**config.mk**
```make
export PLATFORM = sky130hd
export DESIGN_NAME = fcl_loader
export DESIGN_NICKNAME = d
export VERILOG_FILES = /design/src/verilog/fcl_pkg.sv /design/src/verilog/fcl_spi_byte.sv /design/src/verilog/fcl_crc.sv /design/src/verilog/fcl_loader.sv
export SDC_FILE = /design/constraint.sdc
export NUM_CORES = 1
export LEC_CHECK = 0
export ABC_AREA = 1
export BUFFER_PORTS_ARGS = -buffer_cell sky130_fd_sc_hd__buf_2
export CAP_MARGIN = 20
export CORE_ASPECT_RATIO = 1.75
export CORE_MARGIN = 5
export CORE_UTILIZATION = 30
export DETAILED_ROUTE_END_ITERATION = 10
export MAX_ROUTING_LAYER = met4
export PLACE_DENSITY = 0.45
export SLEW_MARGIN = 15
export SYNTH_ARGS = -nofsm -noshare
export SYNTH_HDL_FRONTEND = slang
export SYNTH_HIERARCHICAL = 1
export SYNTH_SLANG_ARGS = --single-unit
```
**constraint.sdc**
```tcl
create_clock -name clk_sys_i -period 2.3 [get_ports clk_sys_i]
set_input_delay 0.23 -clock clk_sys_i [delete_from_list [all_inputs] [get_ports clk_sys_i]]
set_output_delay 0.23 -clock clk_sys_i [all_outputs]
set_load 0.05 [all_outputs]
```
**src/verilog/fcl_pkg.sv**
```systemverilog
/*
 * shared constants and carrier types of the configuration image loader:
 * flash map, image layout, spi command, timing figures and state names.
 * assumes a single system clock derived from the board oscillator.
 */
package fcl_pkg;

  // ***************************************************************
  // clocking
  // ***************************************************************
  localparam int OSC_HZ = 50_000_000;
  localparam int OSC_DIV = 2;
  localparam int SYS_CLK_HZ = OSC_HZ / OSC_DIV;  // RQ17
  localparam int PHY_CLK_HZ = 25_000_000;        // RQ17

  // ***************************************************************
  // flash map
  // ***************************************************************
  localparam int FLASH_BITS = 16 * 1024 * 1024;
  localparam int SECTOR_BYTES = 64 * 1024;
  localparam int SECTOR_COUNT = 32;
  localparam int IMAGE_SECTORS = 11;
  localparam logic [23:0] FALLBACK_BASE = 24'h000000;
  localparam logic [23:0] USER_BASE = 24'h100000;
  localparam logic [23:0] USER_LAST_BLOCK = 24'h1a0000;
  localparam logic [23:0] FREE_FIRST = 24'h1b0000;
  localparam logic [23:0] APP_DATA_FIRST = 24'h1d0000;
  localparam logic [23:0] APP_DATA_LAST = 24'h1f0000;
  localparam logic [23:0] IMAGE_MAX_BYTES = 24'(IMAGE_SECTORS * SECTOR_BYTES);

  // ***************************************************************
  // image stream: 3 length bytes, payload, 2 crc bytes
  // ***************************************************************
  localparam logic [7:0] READ_CMD = 8'h03;
  localparam logic [23:0] HDR_BYTES = 24'h000003;
  localparam logic [23:0] TRAILER_LAST = 24'h000004;
  localparam logic [15:0] CRC_INIT = 16'hffff;
  localparam logic [15:0] CRC_POLY = 16'h1021;
  localparam logic [31:0] FIXED_IP = 32'hc0a80179;

  // ***************************************************************
  // timing
  // ***************************************************************
  localparam int SPI_HALF_CYC = 4;
  localparam logic [2:0] STRAP_WAIT_CYC = 3'h4;
  localparam int LOAD_LIMIT_MS = 900;
  localparam int LOAD_LIMIT_CYC = (SYS_CLK_HZ / 1000) * LOAD_LIMIT_MS;
  localparam int BLINK_MS = 250;
  localparam int BLINK_CYC = (SYS_CLK_HZ / 1000) * BLINK_MS;

  // ***************************************************************
  // types
  // ***************************************************************
  typedef enum logic [2:0] {
    ST_STRAP, ST_OPEN, ST_CMD, ST_READ, ST_CHECK, ST_RUN, ST_FAIL
  } fcl_state_type;

  typedef struct packed {
    logic valid;
    logic [7:0] data;
  } fcl_cfg_type;

  typedef struct packed {
    logic cs;
    logic go;
    logic [7:0] tx;
  } fcl_host_req_type;

  typedef struct packed {
    logic ready;
    logic done;
    logic [7:0] rx;
  } fcl_host_rsp_type;

endpackage : fcl_pkg

```
**src/verilog/fcl_spi_byte.sv**
```systemverilog
/*
 * spi mode 0 byte engine: shifts one byte out and one in, msb first.
 * assumes start only while busy is low; miso comes from a pin.
 */
`timescale 1ns/100ps
module fcl_spi_byte #(
  parameter int HALF = fcl_pkg::SPI_HALF_CYC
) (
  input wire logic clk_sys_i,
  input wire logic nrst_i,
  input wire logic start_i,
  input wire logic [7:0] tx_i,
  input wire logic miso_i,
  output logic sclk_o,
  output logic mosi_o,
  output logic [7:0] rx_o,
  output logic done_o,
  output logic busy_o
);
  import fcl_pkg::*;

  logic miso_meta;
  logic miso_s;
  logic [3:0] div;
  logic [2:0] bit_cnt;
  logic [7:0] tx_sh;
  logic [7:0] rx_sh;
  wire phase_end = busy_o && (div == 4'(HALF - 1));

  // two-stage pin synchroniser
  always_ff @(posedge clk_sys_i) begin
    miso_meta <= nrst_i ? miso_i : 1'b0;
    miso_s <= nrst_i ? miso_meta : 1'b0;
  end

  // sampling at the end of the high phase hides the synchroniser lag
  always_ff @(posedge clk_sys_i) begin
    done_o <= 1'b0;
    if (!nrst_i) begin
      busy_o <= 1'b0;
      sclk_o <= 1'b0;
      mosi_o <= 1'b0;
      div <= 4'h0;
      bit_cnt <= 3'h0;
      tx_sh <= 8'h00;
      rx_sh <= 8'h00;
      rx_o <= 8'h00;
    end else if (start_i && !busy_o) begin
      busy_o <= 1'b1;
      tx_sh <= tx_i;
      mosi_o <= tx_i[7];
      div <= 4'h0;
      bit_cnt <= 3'h0;
    end else if (busy_o) begin
      div <= phase_end ? 4'h0 : div + 4'h1;
      if (phase_end && !sclk_o) begin
        sclk_o <= 1'b1;
      end else if (phase_end) begin
        sclk_o <= 1'b0;
        rx_sh <= {rx_sh[6:0], miso_s};
        bit_cnt <= bit_cnt + 3'h1;
        tx_sh <= {tx_sh[6:0], 1'b0};
        mosi_o <= tx_sh[6];
        if (bit_cnt == 3'h7) begin
          busy_o <= 1'b0;
          done_o <= 1'b1;
          rx_o <= {rx_sh[6:0], miso_s};
        end
      end
    end
  end
endmodule : fcl_spi_byte

```
**src/verilog/fcl_crc.sv**
```systemverilog
/*
 * byte-wide crc-16 accumulator, non-reflected, no final inversion.
 * feeding a message followed by its own crc leaves a zero residue.
 */
`timescale 1ns/100ps
module fcl_crc (
  input wire logic clk_sys_i,
  input wire logic nrst_i,
  input wire logic clr_i,
  input wire logic en_i,
  input wire logic [7:0] byte_i,
  output logic [15:0] crc_o
);
  import fcl_pkg::*;

  logic [15:0] next_crc;

  // one byte per clock, unrolled over the eight message bits
  always_comb begin
    next_crc = crc_o;
    for (int i = 7; i >= 0; i--) begin
      if (next_crc[15] ^ byte_i[i]) begin
        next_crc = {next_crc[14:0], 1'b0} ^ CRC_POLY;
      end else begin
        next_crc = {next_crc[14:0], 1'b0};
      end
    end
  end

  always_ff @(posedge clk_sys_i) begin
    if (!nrst_i || clr_i) begin
      crc_o <= CRC_INIT;
    end else if (en_i) begin
      crc_o <= next_crc;
    end
  end
endmodule : fcl_crc

```
**src/verilog/fcl_loader.sv**
```systemverilog
/*
 * configuration image loader: reads a user or fallback image from one of
 * two spi flashes, streams it into the fabric, checks its crc, then lends
 * the spi path to the host for flash rewrite and reload.
 * assumes flash pins and jumpers are asynchronous; host port is on clk.
 */
//
// Behaviour
// RQ1: power up loads image from 16M flash
// RQ2: corrupt user image falls back to fallback
// RQ3: only a failed load invokes fallback; code also enters it when both ip jumpers are up
// RQ4: flash is 32 sectors of 64K
// RQ5: user image at 0x100000, eleven blocks
// RQ6: host keeps data in last three sectors
// RQ7: fallback image has own eleven blocks
// RQ8: fallback running blinks red init lamp
// RQ9: both ip jumpers up force fallback
// RQ10: done lamp stays lit on failure
// RQ11: load finishes within a fraction second
// RQ12: jumper picks boot flash at power up
// RQ13: running image offers host spi path
// RQ14: host reload restarts from user region
// RQ15: host never swaps image regions
// RQ16: operator restores primary flash before rewrite
// RQ17: one oscillator derives all clocks
// RQ18: crc checked before starting user logic
`timescale 1ns/100ps
module fcl_loader #(
  parameter logic [24:0] LOAD_LIMIT = 25'(fcl_pkg::LOAD_LIMIT_CYC),
  parameter logic [24:0] BLINK_HALF = 25'(fcl_pkg::BLINK_CYC)
) (
  input wire logic clk_sys_i,  // RQ17
  input wire logic nrst_i,
  input wire logic flash_chip_select_jumper_i,
  input wire logic flash_chip_select_jumper_alt_i,
  input wire logic ip_select_jumper_a_i,
  input wire logic ip_select_jumper_b_i,
  input wire logic flash_miso_i,
  output logic flash_sclk_o,
  output logic flash_mosi_o,
  output logic [1:0] flash_cs_n_o,
  output fcl_pkg::fcl_cfg_type cfg_o,
  output logic logic_run_o,
  output logic fallback_active_o,
  output logic init_lamp_o,
  output logic config_done_lamp_n_o,
  output logic ip_fixed_o,
  output logic [31:0] ip_fixed_addr_o,
  input wire fcl_pkg::fcl_host_req_type host_req_i,
  input wire logic host_reload_i,
  output fcl_pkg::fcl_host_rsp_type host_rsp_o
);
  import fcl_pkg::*;

  // ***************************************************************
  // state and registers
  // ***************************************************************
  fcl_state_type state;
  logic [3:0] jmp_meta;
  logic [3:0] jmp_s;
  logic [2:0] strap_cnt;
  logic chip_backup;
  logic force_fb;
  logic using_fb;
  logic [1:0] idx;
  logic [23:0] rd_cnt;
  logic [23:0] img_len;
  logic [24:0] load_timer;
  logic [24:0] blink_cnt;
  logic ld_go;
  logic [7:0] ld_tx;
  logic spi_done;
  logic spi_busy;
  logic [7:0] spi_rx;
  logic [15:0] crc;

  // ***************************************************************
  // decode
  // ***************************************************************
  wire loading = (state == ST_OPEN) || (state == ST_CMD) || (state == ST_READ);
  wire running = (state == ST_RUN);
  wire [23:0] base = using_fb ? FALLBACK_BASE : USER_BASE;  // RQ5 RQ7
  wire [31:0] cmd_word = {READ_CMD, base};
  wire [23:0] new_len = {img_len[15:0], spi_rx};
  wire len_bad = (new_len == 24'h0) || (new_len > IMAGE_MAX_BYTES);  // RQ4 RQ7
  wire in_hdr = rd_cnt < HDR_BYTES;
  wire in_payload = !in_hdr && (rd_cnt < img_len + HDR_BYTES);
  wire last_byte = (rd_cnt == img_len + TRAILER_LAST);
  wire timed_out = loading && (state != ST_OPEN) && (load_timer == LOAD_LIMIT);  // RQ11
  wire hdr_fail = (state == ST_READ) && spi_done && (rd_cnt == 24'h2) && len_bad;
  wire crc_bad = (state == ST_CHECK) && (crc != 16'h0000);  // RQ18
  wire img_fail = timed_out || hdr_fail || crc_bad;
  wire host_take = running && host_req_i.go && !spi_busy;  // RQ13
  wire spi_start = running ? host_take : ld_go;
  wire [7:0] spi_tx = running ? host_req_i.tx : ld_tx;
  wire cs_active = (state == ST_CMD) || (state == ST_READ) || (running && host_req_i.cs);
  wire [1:0] chip_mask = chip_backup ? 2'b10 : 2'b01;  // RQ12
  wire strap_done = (state == ST_STRAP) && (strap_cnt == STRAP_WAIT_CYC);
  wire jmp_backup = !jmp_s[0] || !jmp_s[1];
  wire jmp_force = jmp_s[2] && jmp_s[3];
  wire blink_wrap = (blink_cnt == BLINK_HALF);

  // ***************************************************************
  // submodules
  // ***************************************************************
  fcl_spi_byte u_spi (
    .clk_sys_i(clk_sys_i),
    .nrst_i(nrst_i),
    .start_i(spi_start),
    .tx_i(spi_tx),
    .miso_i(flash_miso_i),
    .sclk_o(flash_sclk_o),
    .mosi_o(flash_mosi_o),
    .rx_o(spi_rx),
    .done_o(spi_done),
    .busy_o(spi_busy)
  );

  fcl_crc u_crc (
    .clk_sys_i(clk_sys_i),
    .nrst_i(nrst_i),
    .clr_i(state == ST_OPEN),
    .en_i((state == ST_READ) && spi_done),
    .byte_i(spi_rx),
    .crc_o(crc)
  );

  // jumper synchronisers; levels are only used once the straps settle
  always_ff @(posedge clk_sys_i) begin
    jmp_meta <= nrst_i ? {ip_select_jumper_b_i, ip_select_jumper_a_i,
                          flash_chip_select_jumper_alt_i, flash_chip_select_jumper_i} : 4'h0;
    jmp_s <= nrst_i ? jmp_meta : 4'h0;
  end

  // ***************************************************************
  // load sequencer
  // ***************************************************************
  // a reset is the only way to re-read the straps
  always_ff @(posedge clk_sys_i) begin
    ld_go <= 1'b0;
    if (!nrst_i) begin
      state <= ST_STRAP;
      strap_cnt <= 3'h0;
      chip_backup <= 1'b0;
      force_fb <= 1'b0;
      using_fb <= 1'b0;
      idx <= 2'h0;
      rd_cnt <= 24'h0;
      img_len <= 24'h0;
      ld_tx <= 8'h00;
    end else begin
      case (state)
        ST_STRAP: begin
          strap_cnt <= strap_cnt + 3'h1;
          if (strap_done) begin
            chip_backup <= jmp_backup;  // RQ12
            force_fb <= jmp_force;
            using_fb <= jmp_force;  // RQ9
            state <= ST_OPEN;
          end
        end
        ST_OPEN: begin
          idx <= 2'h0;
          rd_cnt <= 24'h0;
          img_len <= 24'h0;
          ld_tx <= cmd_word[31:24];  // RQ1
          if (!spi_busy) begin  // a byte cut by a failed attempt drains first
            ld_go <= 1'b1;
            state <= ST_CMD;
          end
        end
        ST_CMD: begin
          if (timed_out) begin
            state <= using_fb ? ST_FAIL : ST_OPEN;
            using_fb <= 1'b1;
          end else if (spi_done) begin
            idx <= idx + 2'h1;
            ld_go <= 1'b1;
            ld_tx <= (idx == 2'h3) ? 8'h00 : cmd_word[8'(23 - 8 * idx) -: 8];
            if (idx == 2'h3) begin
              state <= ST_READ;
            end
          end
        end
        ST_READ: begin
          if (img_fail) begin
            state <= using_fb ? ST_FAIL : ST_OPEN;  // RQ2
            using_fb <= 1'b1;
          end else if (spi_done) begin
            rd_cnt <= rd_cnt + 24'h1;
            if (in_hdr) begin
              img_len <= new_len;
            end
            if (last_byte) begin
              state <= ST_CHECK;
            end else begin
              ld_go <= 1'b1;
            end
          end
        end
        ST_CHECK: begin
          if (crc_bad) begin
            state <= using_fb ? ST_FAIL : ST_OPEN;  // RQ2 RQ18
            using_fb <= 1'b1;
          end else begin
            state <= ST_RUN;
          end
        end
        ST_RUN: begin
          // a running image never falls back on its own
          if (host_reload_i) begin
            using_fb <= 1'b0;  // RQ3 RQ14
            state <= ST_OPEN;
          end
        end
        ST_FAIL: begin
          state <= ST_FAIL;  // RQ10
        end
        default: begin
          state <= ST_STRAP;
        end
      endcase
    end
  end

  // load watchdog and fallback blink timebase
  always_ff @(posedge clk_sys_i) begin
    if (!nrst_i || !loading || (state == ST_OPEN)) begin
      load_timer <= 25'h0;
    end else if (!timed_out) begin
      load_timer <= load_timer + 25'h1;
    end
    if (!nrst_i || !(running && using_fb) || blink_wrap) begin
      blink_cnt <= 25'h0;
    end else begin
      blink_cnt <= blink_cnt + 25'h1;
    end
  end

  // ***************************************************************
  // outputs, all registered
  // ***************************************************************
  always_ff @(posedge clk_sys_i) begin
    if (!nrst_i) begin
      flash_cs_n_o <= 2'b11;
      cfg_o <= '0;
      logic_run_o <= 1'b0;
      fallback_active_o <= 1'b0;
      init_lamp_o <= 1'b0;
      config_done_lamp_n_o <= 1'b0;
      ip_fixed_o <= 1'b0;
      ip_fixed_addr_o <= 32'h0;
      host_rsp_o <= '0;
    end else begin
      flash_cs_n_o <= ~({2{cs_active}} & chip_mask);
      cfg_o.valid <= (state == ST_READ) && spi_done && in_payload && !img_fail;
      cfg_o.data <= spi_rx;
      logic_run_o <= running;  // RQ18
      fallback_active_o <= running && using_fb;
      if (!(running && using_fb)) begin
        init_lamp_o <= 1'b0;
      end else if (blink_wrap) begin
        init_lamp_o <= !init_lamp_o;  // RQ8
      end
      config_done_lamp_n_o <= running;  // RQ10
      ip_fixed_o <= force_fb;  // RQ9
      ip_fixed_addr_o <= force_fb ? FIXED_IP : 32'h0;
      host_rsp_o.ready <= running && !spi_busy && !spi_start;
      host_rsp_o.done <= running && spi_done;  // RQ13
      host_rsp_o.rx <= spi_rx;
    end
  end

  // ***************************************************************
  // assertions
  // ***************************************************************
  localparam int HOST_MIN = 64;
  localparam int HOST_MAX = 68;

  property p_one_chip;
    @(posedge clk_sys_i) disable iff (!nrst_i) flash_cs_n_o != 2'b00;
  endproperty
  a_one_chip: assert property (p_one_chip) else $error("both flash selects low"); // RQ12

  property p_run_after_check;
    @(posedge clk_sys_i) disable iff (!nrst_i)
      $rose(logic_run_o) |-> $past(state, 2) == ST_CHECK && crc == 16'h0000;
  endproperty
  a_run_after_check: assert property (p_run_after_check) else $error("run without crc"); // RQ18

  property p_fallback_on_bad;
    @(posedge clk_sys_i) disable iff (!nrst_i)
      (crc_bad && !using_fb) |=> (state == ST_OPEN) && using_fb ##1 state == ST_CMD;
  endproperty
  a_fallback_on_bad: assert property (p_fallback_on_bad) else $error("no fallback"); // RQ2

  property p_run_stays;
    @(posedge clk_sys_i) disable iff (!nrst_i)
      (running && !host_reload_i) |=> running && $stable(using_fb);
  endproperty
  a_run_stays: assert property (p_run_stays) else $error("running image left"); // RQ3

  property p_blink;
    @(posedge clk_sys_i) disable iff (!nrst_i)
      (running && using_fb && blink_wrap) |=> init_lamp_o != $past(init_lamp_o);
  endproperty
  a_blink: assert property (p_blink) else $error("init lamp not toggled"); // RQ8

  property p_fail_lamp;
    @(posedge clk_sys_i) disable iff (!nrst_i)
      (state == ST_FAIL) |=> ((state == ST_FAIL) && !config_done_lamp_n_o) [*3];
  endproperty
  a_fail_lamp: assert property (p_fail_lamp) else $error("done lamp off on fail"); // RQ10

  property p_forced;
    @(posedge clk_sys_i) disable iff (!nrst_i)
      (strap_done && jmp_force) |=> using_fb ##1 ip_fixed_o && ip_fixed_addr_o == FIXED_IP;
  endproperty
  a_forced: assert property (p_forced) else $error("forced fallback ignored"); // RQ9

  property p_timer;
    @(posedge clk_sys_i) disable iff (!nrst_i)
      timed_out |=> !loading || state == ST_OPEN;
  endproperty
  a_timer: assert property (p_timer) else $error("load overran limit"); // RQ11

  property p_reload;
    @(posedge clk_sys_i) disable iff (!nrst_i)
      (running && host_reload_i && !spi_busy && !spi_start) |=> state == ST_OPEN && !using_fb
      ##2 !flash_cs_n_o[chip_backup];
  endproperty
  a_reload: assert property (p_reload) else $error("reload not from user region"); // RQ14

  property p_len_ok;
    @(posedge clk_sys_i) disable iff (!nrst_i)
      running |-> img_len != 24'h0 && img_len <= IMAGE_MAX_BYTES;
  endproperty
  a_len_ok: assert property (p_len_ok) else $error("image outside its region"); // RQ5 RQ7

  property p_host_byte;
    @(posedge clk_sys_i) disable iff (!nrst_i)
      host_take |-> ##[HOST_MIN:HOST_MAX] host_rsp_o.done;
  endproperty
  a_host_byte: assert property (p_host_byte) else $error("host byte lost"); // RQ13

  c_user_run: cover property (@(posedge clk_sys_i) disable iff (!nrst_i) running && !using_fb);
  c_fb_run: cover property (@(posedge clk_sys_i) disable iff (!nrst_i) running && using_fb);
  c_fail: cover property (@(posedge clk_sys_i) disable iff (!nrst_i) state == ST_FAIL);
  c_host: cover property (@(posedge clk_sys_i) disable iff (!nrst_i) host_rsp_o.done);
endmodule : fcl_loader

```
Word level (Yosys, flattened, before mapping)
Index checks and enable logic that the tools add are counted.
- bits of input ports: 18
- output and inout bits: 60
- register bits: 226
- word-level logic and storage cells: 241
- muxes and demuxes: 69
- shift-type cells: 1
- bitwise logic cells: 23
- eq/ne operators: 31
- reductions and logical operators: 68
- $add $sub $neg: 10
- $lt $le $gt $ge: 3
- operators by type and width (cell ; number):
    24-bit two-way mux ; 5
    13-bit two-way mux ; 8
    24-bit one-hot mux with 2 select lines ; 2
    25-bit by 1-bit adder with 25-bit output, second input constant ; 2
    39-bit by 9-bit variable part select with 8-bit output ; 1
    3-bit two-way mux ; 11
    32-bit two-way mux ; 1
    8-bit two-way mux ; 4
    7-bit two-way mux ; 4
    25-bit by 23-bit == test with 1-bit output, second input constant ; 1
    25-bit == test, second input constant ; 1
    24-bit by 1-bit adder with 24-bit output, second input constant ; 1
    24-bit by 2-bit adder with 24-bit output, second input constant ; 1
    24-bit by 3-bit adder with 24-bit output, second input constant ; 1
    24-bit by 2-bit == test with 1-bit output, second input constant ; 1
    24-bit == test ; 1
    24-bit by 20-bit greater-than comparator with 1-bit output, second input constant ; 1
    24-bit logical NOT ; 1
    24-bit by 2-bit less-than comparator with 1-bit output, second input constant ; 1
    24-bit less-than comparator ; 1
    1-bit two-way mux ; 24
    3-bit inverter ; 8
    1-bit logical AND ; 21
    21-bit two-way mux ; 1
    other kinds (39) ; 102

Longest topological paths before layout
- depth in word-level cells: 16
- gate-level depth with buffers: 16
- gate-level depth less buffers: 15

Cells and area by module
The synthesis kept the hierarchy.
- by module, submodules not included (module ; area an instance (um^2) ; sequential area each (um^2) ; cells each ; times used):
    fcl_loader ; 8752.1 ; 2742.6 ; 1309 ; 1
    fcl_spi_byte ; 1532.7 ; 700.7 ; 200 ; 1
    fcl_crc ; 1002.2 ; 320.3 ; 165 ; 1

Least setup slack after synthesis
No wires, ideal clock.
- path kind: reg-to-reg
- start: reg img_len[2]
- end: reg cfg_o[8] (netlist name)
- data required time: 2.180 ns
- stages on the path, launching flop included: 15
- period minus slack after synthesis: 2.213 ns
- library setup time: 0.120 ns
- path slack: 0.087 ns
- data arrival time: 2.093 ns
- path buffers: 0
- path through: dfxtp_1 -> ha_1 -> nand2_1 -> nor2_4 -> nand2_1 -> nor2_1 -> nand2_1 -> nor2_1 -> xor2_1 -> ha_1 -> nand4_1 -> nor2_1 -> o2111ai_1 -> nand3_1 -> a21oi_1
- longest elaborated chain between the ends: 7
- elaborated cells on any way between the ends: 12
- those cells by class: add/sub: 1; order compare: 2; reduce/logical: 9
- RTL lines (what ; line ; text):
    from (decl) ; fcl_loader.sv:67 ; logic [23:0] img_len;
    from (signal assigned) ; fcl_loader.sv:192 ; img_len <= new_len;
    parallel branches: the longest is 6 deep, another holds 24-bit by 2-bit adder with 24-bit output ; n/a ;
    1-bit logical AND * ; fcl_loader.sv:256 ; cfg_o.valid <= (state == ST_READ) && spi_done && in_payload && !img_fail;
    to (decl) ; fcl_loader.sv:42 ; output fcl_pkg::fcl_cfg_type cfg_o,
Mark *: on every way between the ends.
A chain may end at the register's enable or synchronous reset.

Final worst setup path
- start: reg img_len[3]
- end: reg cfg_o[8] (netlist name)
The elaborated chain is that of the path after synthesis.

==> metrics.yaml <==
fillCellCount: 4122
syn_inst: 1674
crit_buf_inv: 0
yosys.area.top_type_share_pct: 33.3
cpMaxStageDelayCell: "dfxtp_2"
rsz0062_at_grt: "true"
core_um2: 37400
max_freq_mhz: 441
p_leak_nw: 5.65
nets: 1872
peakVddDrop_mv: 0.565
portBuffers: 56
drt-initial-drc-count: 480
critical_path.max_fanout: 4
skew_ns: 0.0177
die_h_um: 267
drt_wl_total_mm: 35.0
dr.pass1.iters: 7
clockRootBuffer: "clkbuf_16"
fin_crit_sh_pct: 98.6
cts_buffers: 17
relSlewSlack_pct: 63.8
fin_ws_ns: 0.0329
synthMuxAreaShare_pct: 0
drv_cap: 0
power_density_nw_per_um2: 572
syn_area_um2: 11300
syn2layout_area_growth_pct: 20.0
ys_warn_count: 6
critPathMaxStageDelay_ns: 0.36
regArea_um2: 3770
placed_area_um2: 12600
synth-compound-area-share_pct: 9.54
ys_seq_elements: 188
power_w: 0.00775
routabilityCongestion: 0.935
hold_class: "in -> reg"
antenna_found_initial: 0
initial_core_util_pct: 30.2
rows: 94
antenna_cells: 0
crit_chain: "ha_4, nand3_4, nor2_4, nand4_1, nor4_2, xnor2_1, ha_2, nand2_1, o2111ai_2, nor2_1, o21ai_1, a21oi_2"
ant_nets: 0
synth-edff-count: 0
cts_tree: "done"
critPathCaptureType: "register"
clock_latency_ns: 0.47
drive_gt1_share_pct: 19.1
grt_pass1_vias: 10800
cp.arrival_ns: 2.68
wl_per_cell_um: 15.2
drc: 0
synth_xor_xnor_area_share_pct: 5.20
hold_viol_final: 0
drv_slew: 0
utilization_pct: 36.2
synth_top_family_by_area: "simple AND/OR/NAND/NOR gates"
cp-start-kind: "register"
place_ws_ns: -0.107
final_cell_mix: "nand2_1, inv_1, nor2_1"
clkSlewWorstSetupHoldPaths_ns: 0.08
ios: 78
die-area_um2: 41800
yosys.area_share.simple_pct: 35.2
via_per_inst: 4.69
setup_viol: 0
crit_required_ns: 2.71
ys_types: 47
synth_area_leaders: "dfxtp_1, nand2_1, nor2_1, inv_1, nand3_1"
grt_use_total_pct: 17.3
ys_seq_area_share_pct: 33.3
fin_crit_ns: 2.27
grt_overflow: 0
clockBufferDepth: 2
synth_largest_area_cell: "dfxtp_1"
grt_max_degree: 33
status: "complete, no violations"
postSynthAreaPerCell_um2: 6.74
path_class: "reg -> reg"
h-tree-depth: 4
worst_pin_slew_ns: 0.543
cpLargestDelayFamily: "simple AND/OR/NAND/NOR gates"
synth_flop_cell: "dfxtp_1"
synth-adder-area-share_pct: 4.54
hpwl_mm: 27.6
clock_sinks: 188
synthArstFlopShare_pct: 0
dieWidth_um: 157
mostFrequentLayoutCell: "nand2_1"
stdcell_area_um2: 13500
grt_pass1_wl_mm: 55.1
multiInputGateArea_um2: 6460
vias: 10800
[routing by layer]
layer | track usage (%) | wire length [µm] | vias to the layer above
met5 | - | 0 | -
met4 | 9.55 | 2000 | 0
met3 | 2.26 | 829 | 94
met2 | 33.0 | 19500 | 211
met1 | 16.3 | 12700 | 4928
li1 | - | - | 5577
[Yosys cell counts (8+ instances only)]
| master | instances |
|---|---|
| o21ai_1 | 9 |
| nand2_1 | 408 |
| xnor2_1 | 16 |
| inv_1 | 190 |
| nor3_1 | 34 |
| ha_1 | 41 |
| o22ai_1 | 8 |
| nand3_1 | 127 |
| nor2_2 | 13 |
| dfxtp_1 | 188 |
| inv_2 | 14 |
| buf_6 | 9 |
| nand4_1 | 28 |
| nor2_1 | 196 |
| xor2_1 | 51 |
| a211oi_1 | 8 |
| a21oi_1 | 122 |
| buf_4 | 46 |
| o21ai_0 | 35 |
| clkbuf_1 | 24 |
| buf_2 | 10 |
| nor4_1 | 12 |
| nand2_2 | 26 |
[what timing repair did]
item,in CTS,in global routing
gates resized for setup,9,64
gates cloned,0,2
endpoints found under the hold margin,5,0
hold buffers,5,0
pin swaps,0,27
setup endpoints to repair,1,59
buffers inserted,0,6
[report_power, final]
group | total [W] | switching (W) | internal (W)
Sequential | 0.00341 | 0.0000774 | 0.00334
Combinational | 0.00148 | 0.000985 | 0.000493
Clock | 0.00286 | 0.00145 | 0.00141
Total | 0.00775 | 0.00251 | 0.00523
[worst paths after layout]
check	startpoint	end	slack, ns	cells past startpoint
max	img_len[3]	cfg_o[8]	0.03	12
min	nrst_i	u_spi/miso_meta	0.09	3
max reg2reg	img_len[3]	cfg_o[8]	0.03	12
min reg2reg	jmp_meta[0]	jmp_s[0]	0.41	2
[tightest hold or removal path, stage by stage]
cell and delay (ns):
buf_2 0.17, nand2_1 0.07, inv_1 0.03
[cell type report]
type,instances,area share [%]
Clock buffer,18,3.17
Clock inverter,14,0.850
Inverter,205,5.73
Multi-Input combinational cell,1211,47.7
Sequential cell,188,27.9
Tap cell,480,4.43
Timing Repair Buffer,190,10.3
[flip-flops by register name (all words and copies together), names as in the netlist, 4 cells and up]
name and cells:
blink_cnt 25, load_timer 25, img_len 24, rd_cnt 24, u_crc/crc_o 16, host_rsp_o 10
u_spi/rx_o 8, u_spi/rx_sh 7, u_spi/tx_sh 7, jmp_meta 4, jmp_s 4, u_spi/div 4
[cells by family after synthesis]
logic type,count (synthesis)
DFF,188
and+or+nand+nor,882
other,1
AOI/OAI and AO/OA,200
xor gates and xnor gates,67
buffers and inverters,295
adders and majority gates,41
[metrics by stage]
step,instances,hold WS [ns],TNS (ns)
6_report,2306,0.0892,0
5_1_grt,2306,0.0997,-0.420
4_1_cts,2298,0.0760,0
3_5_place_dp,2261,0.395,-0.107
3_3_place_gp,2261,0.394,-0.0354
2_1_floorplan,1694,0.328,0
(Power assumes the default switching activity.)
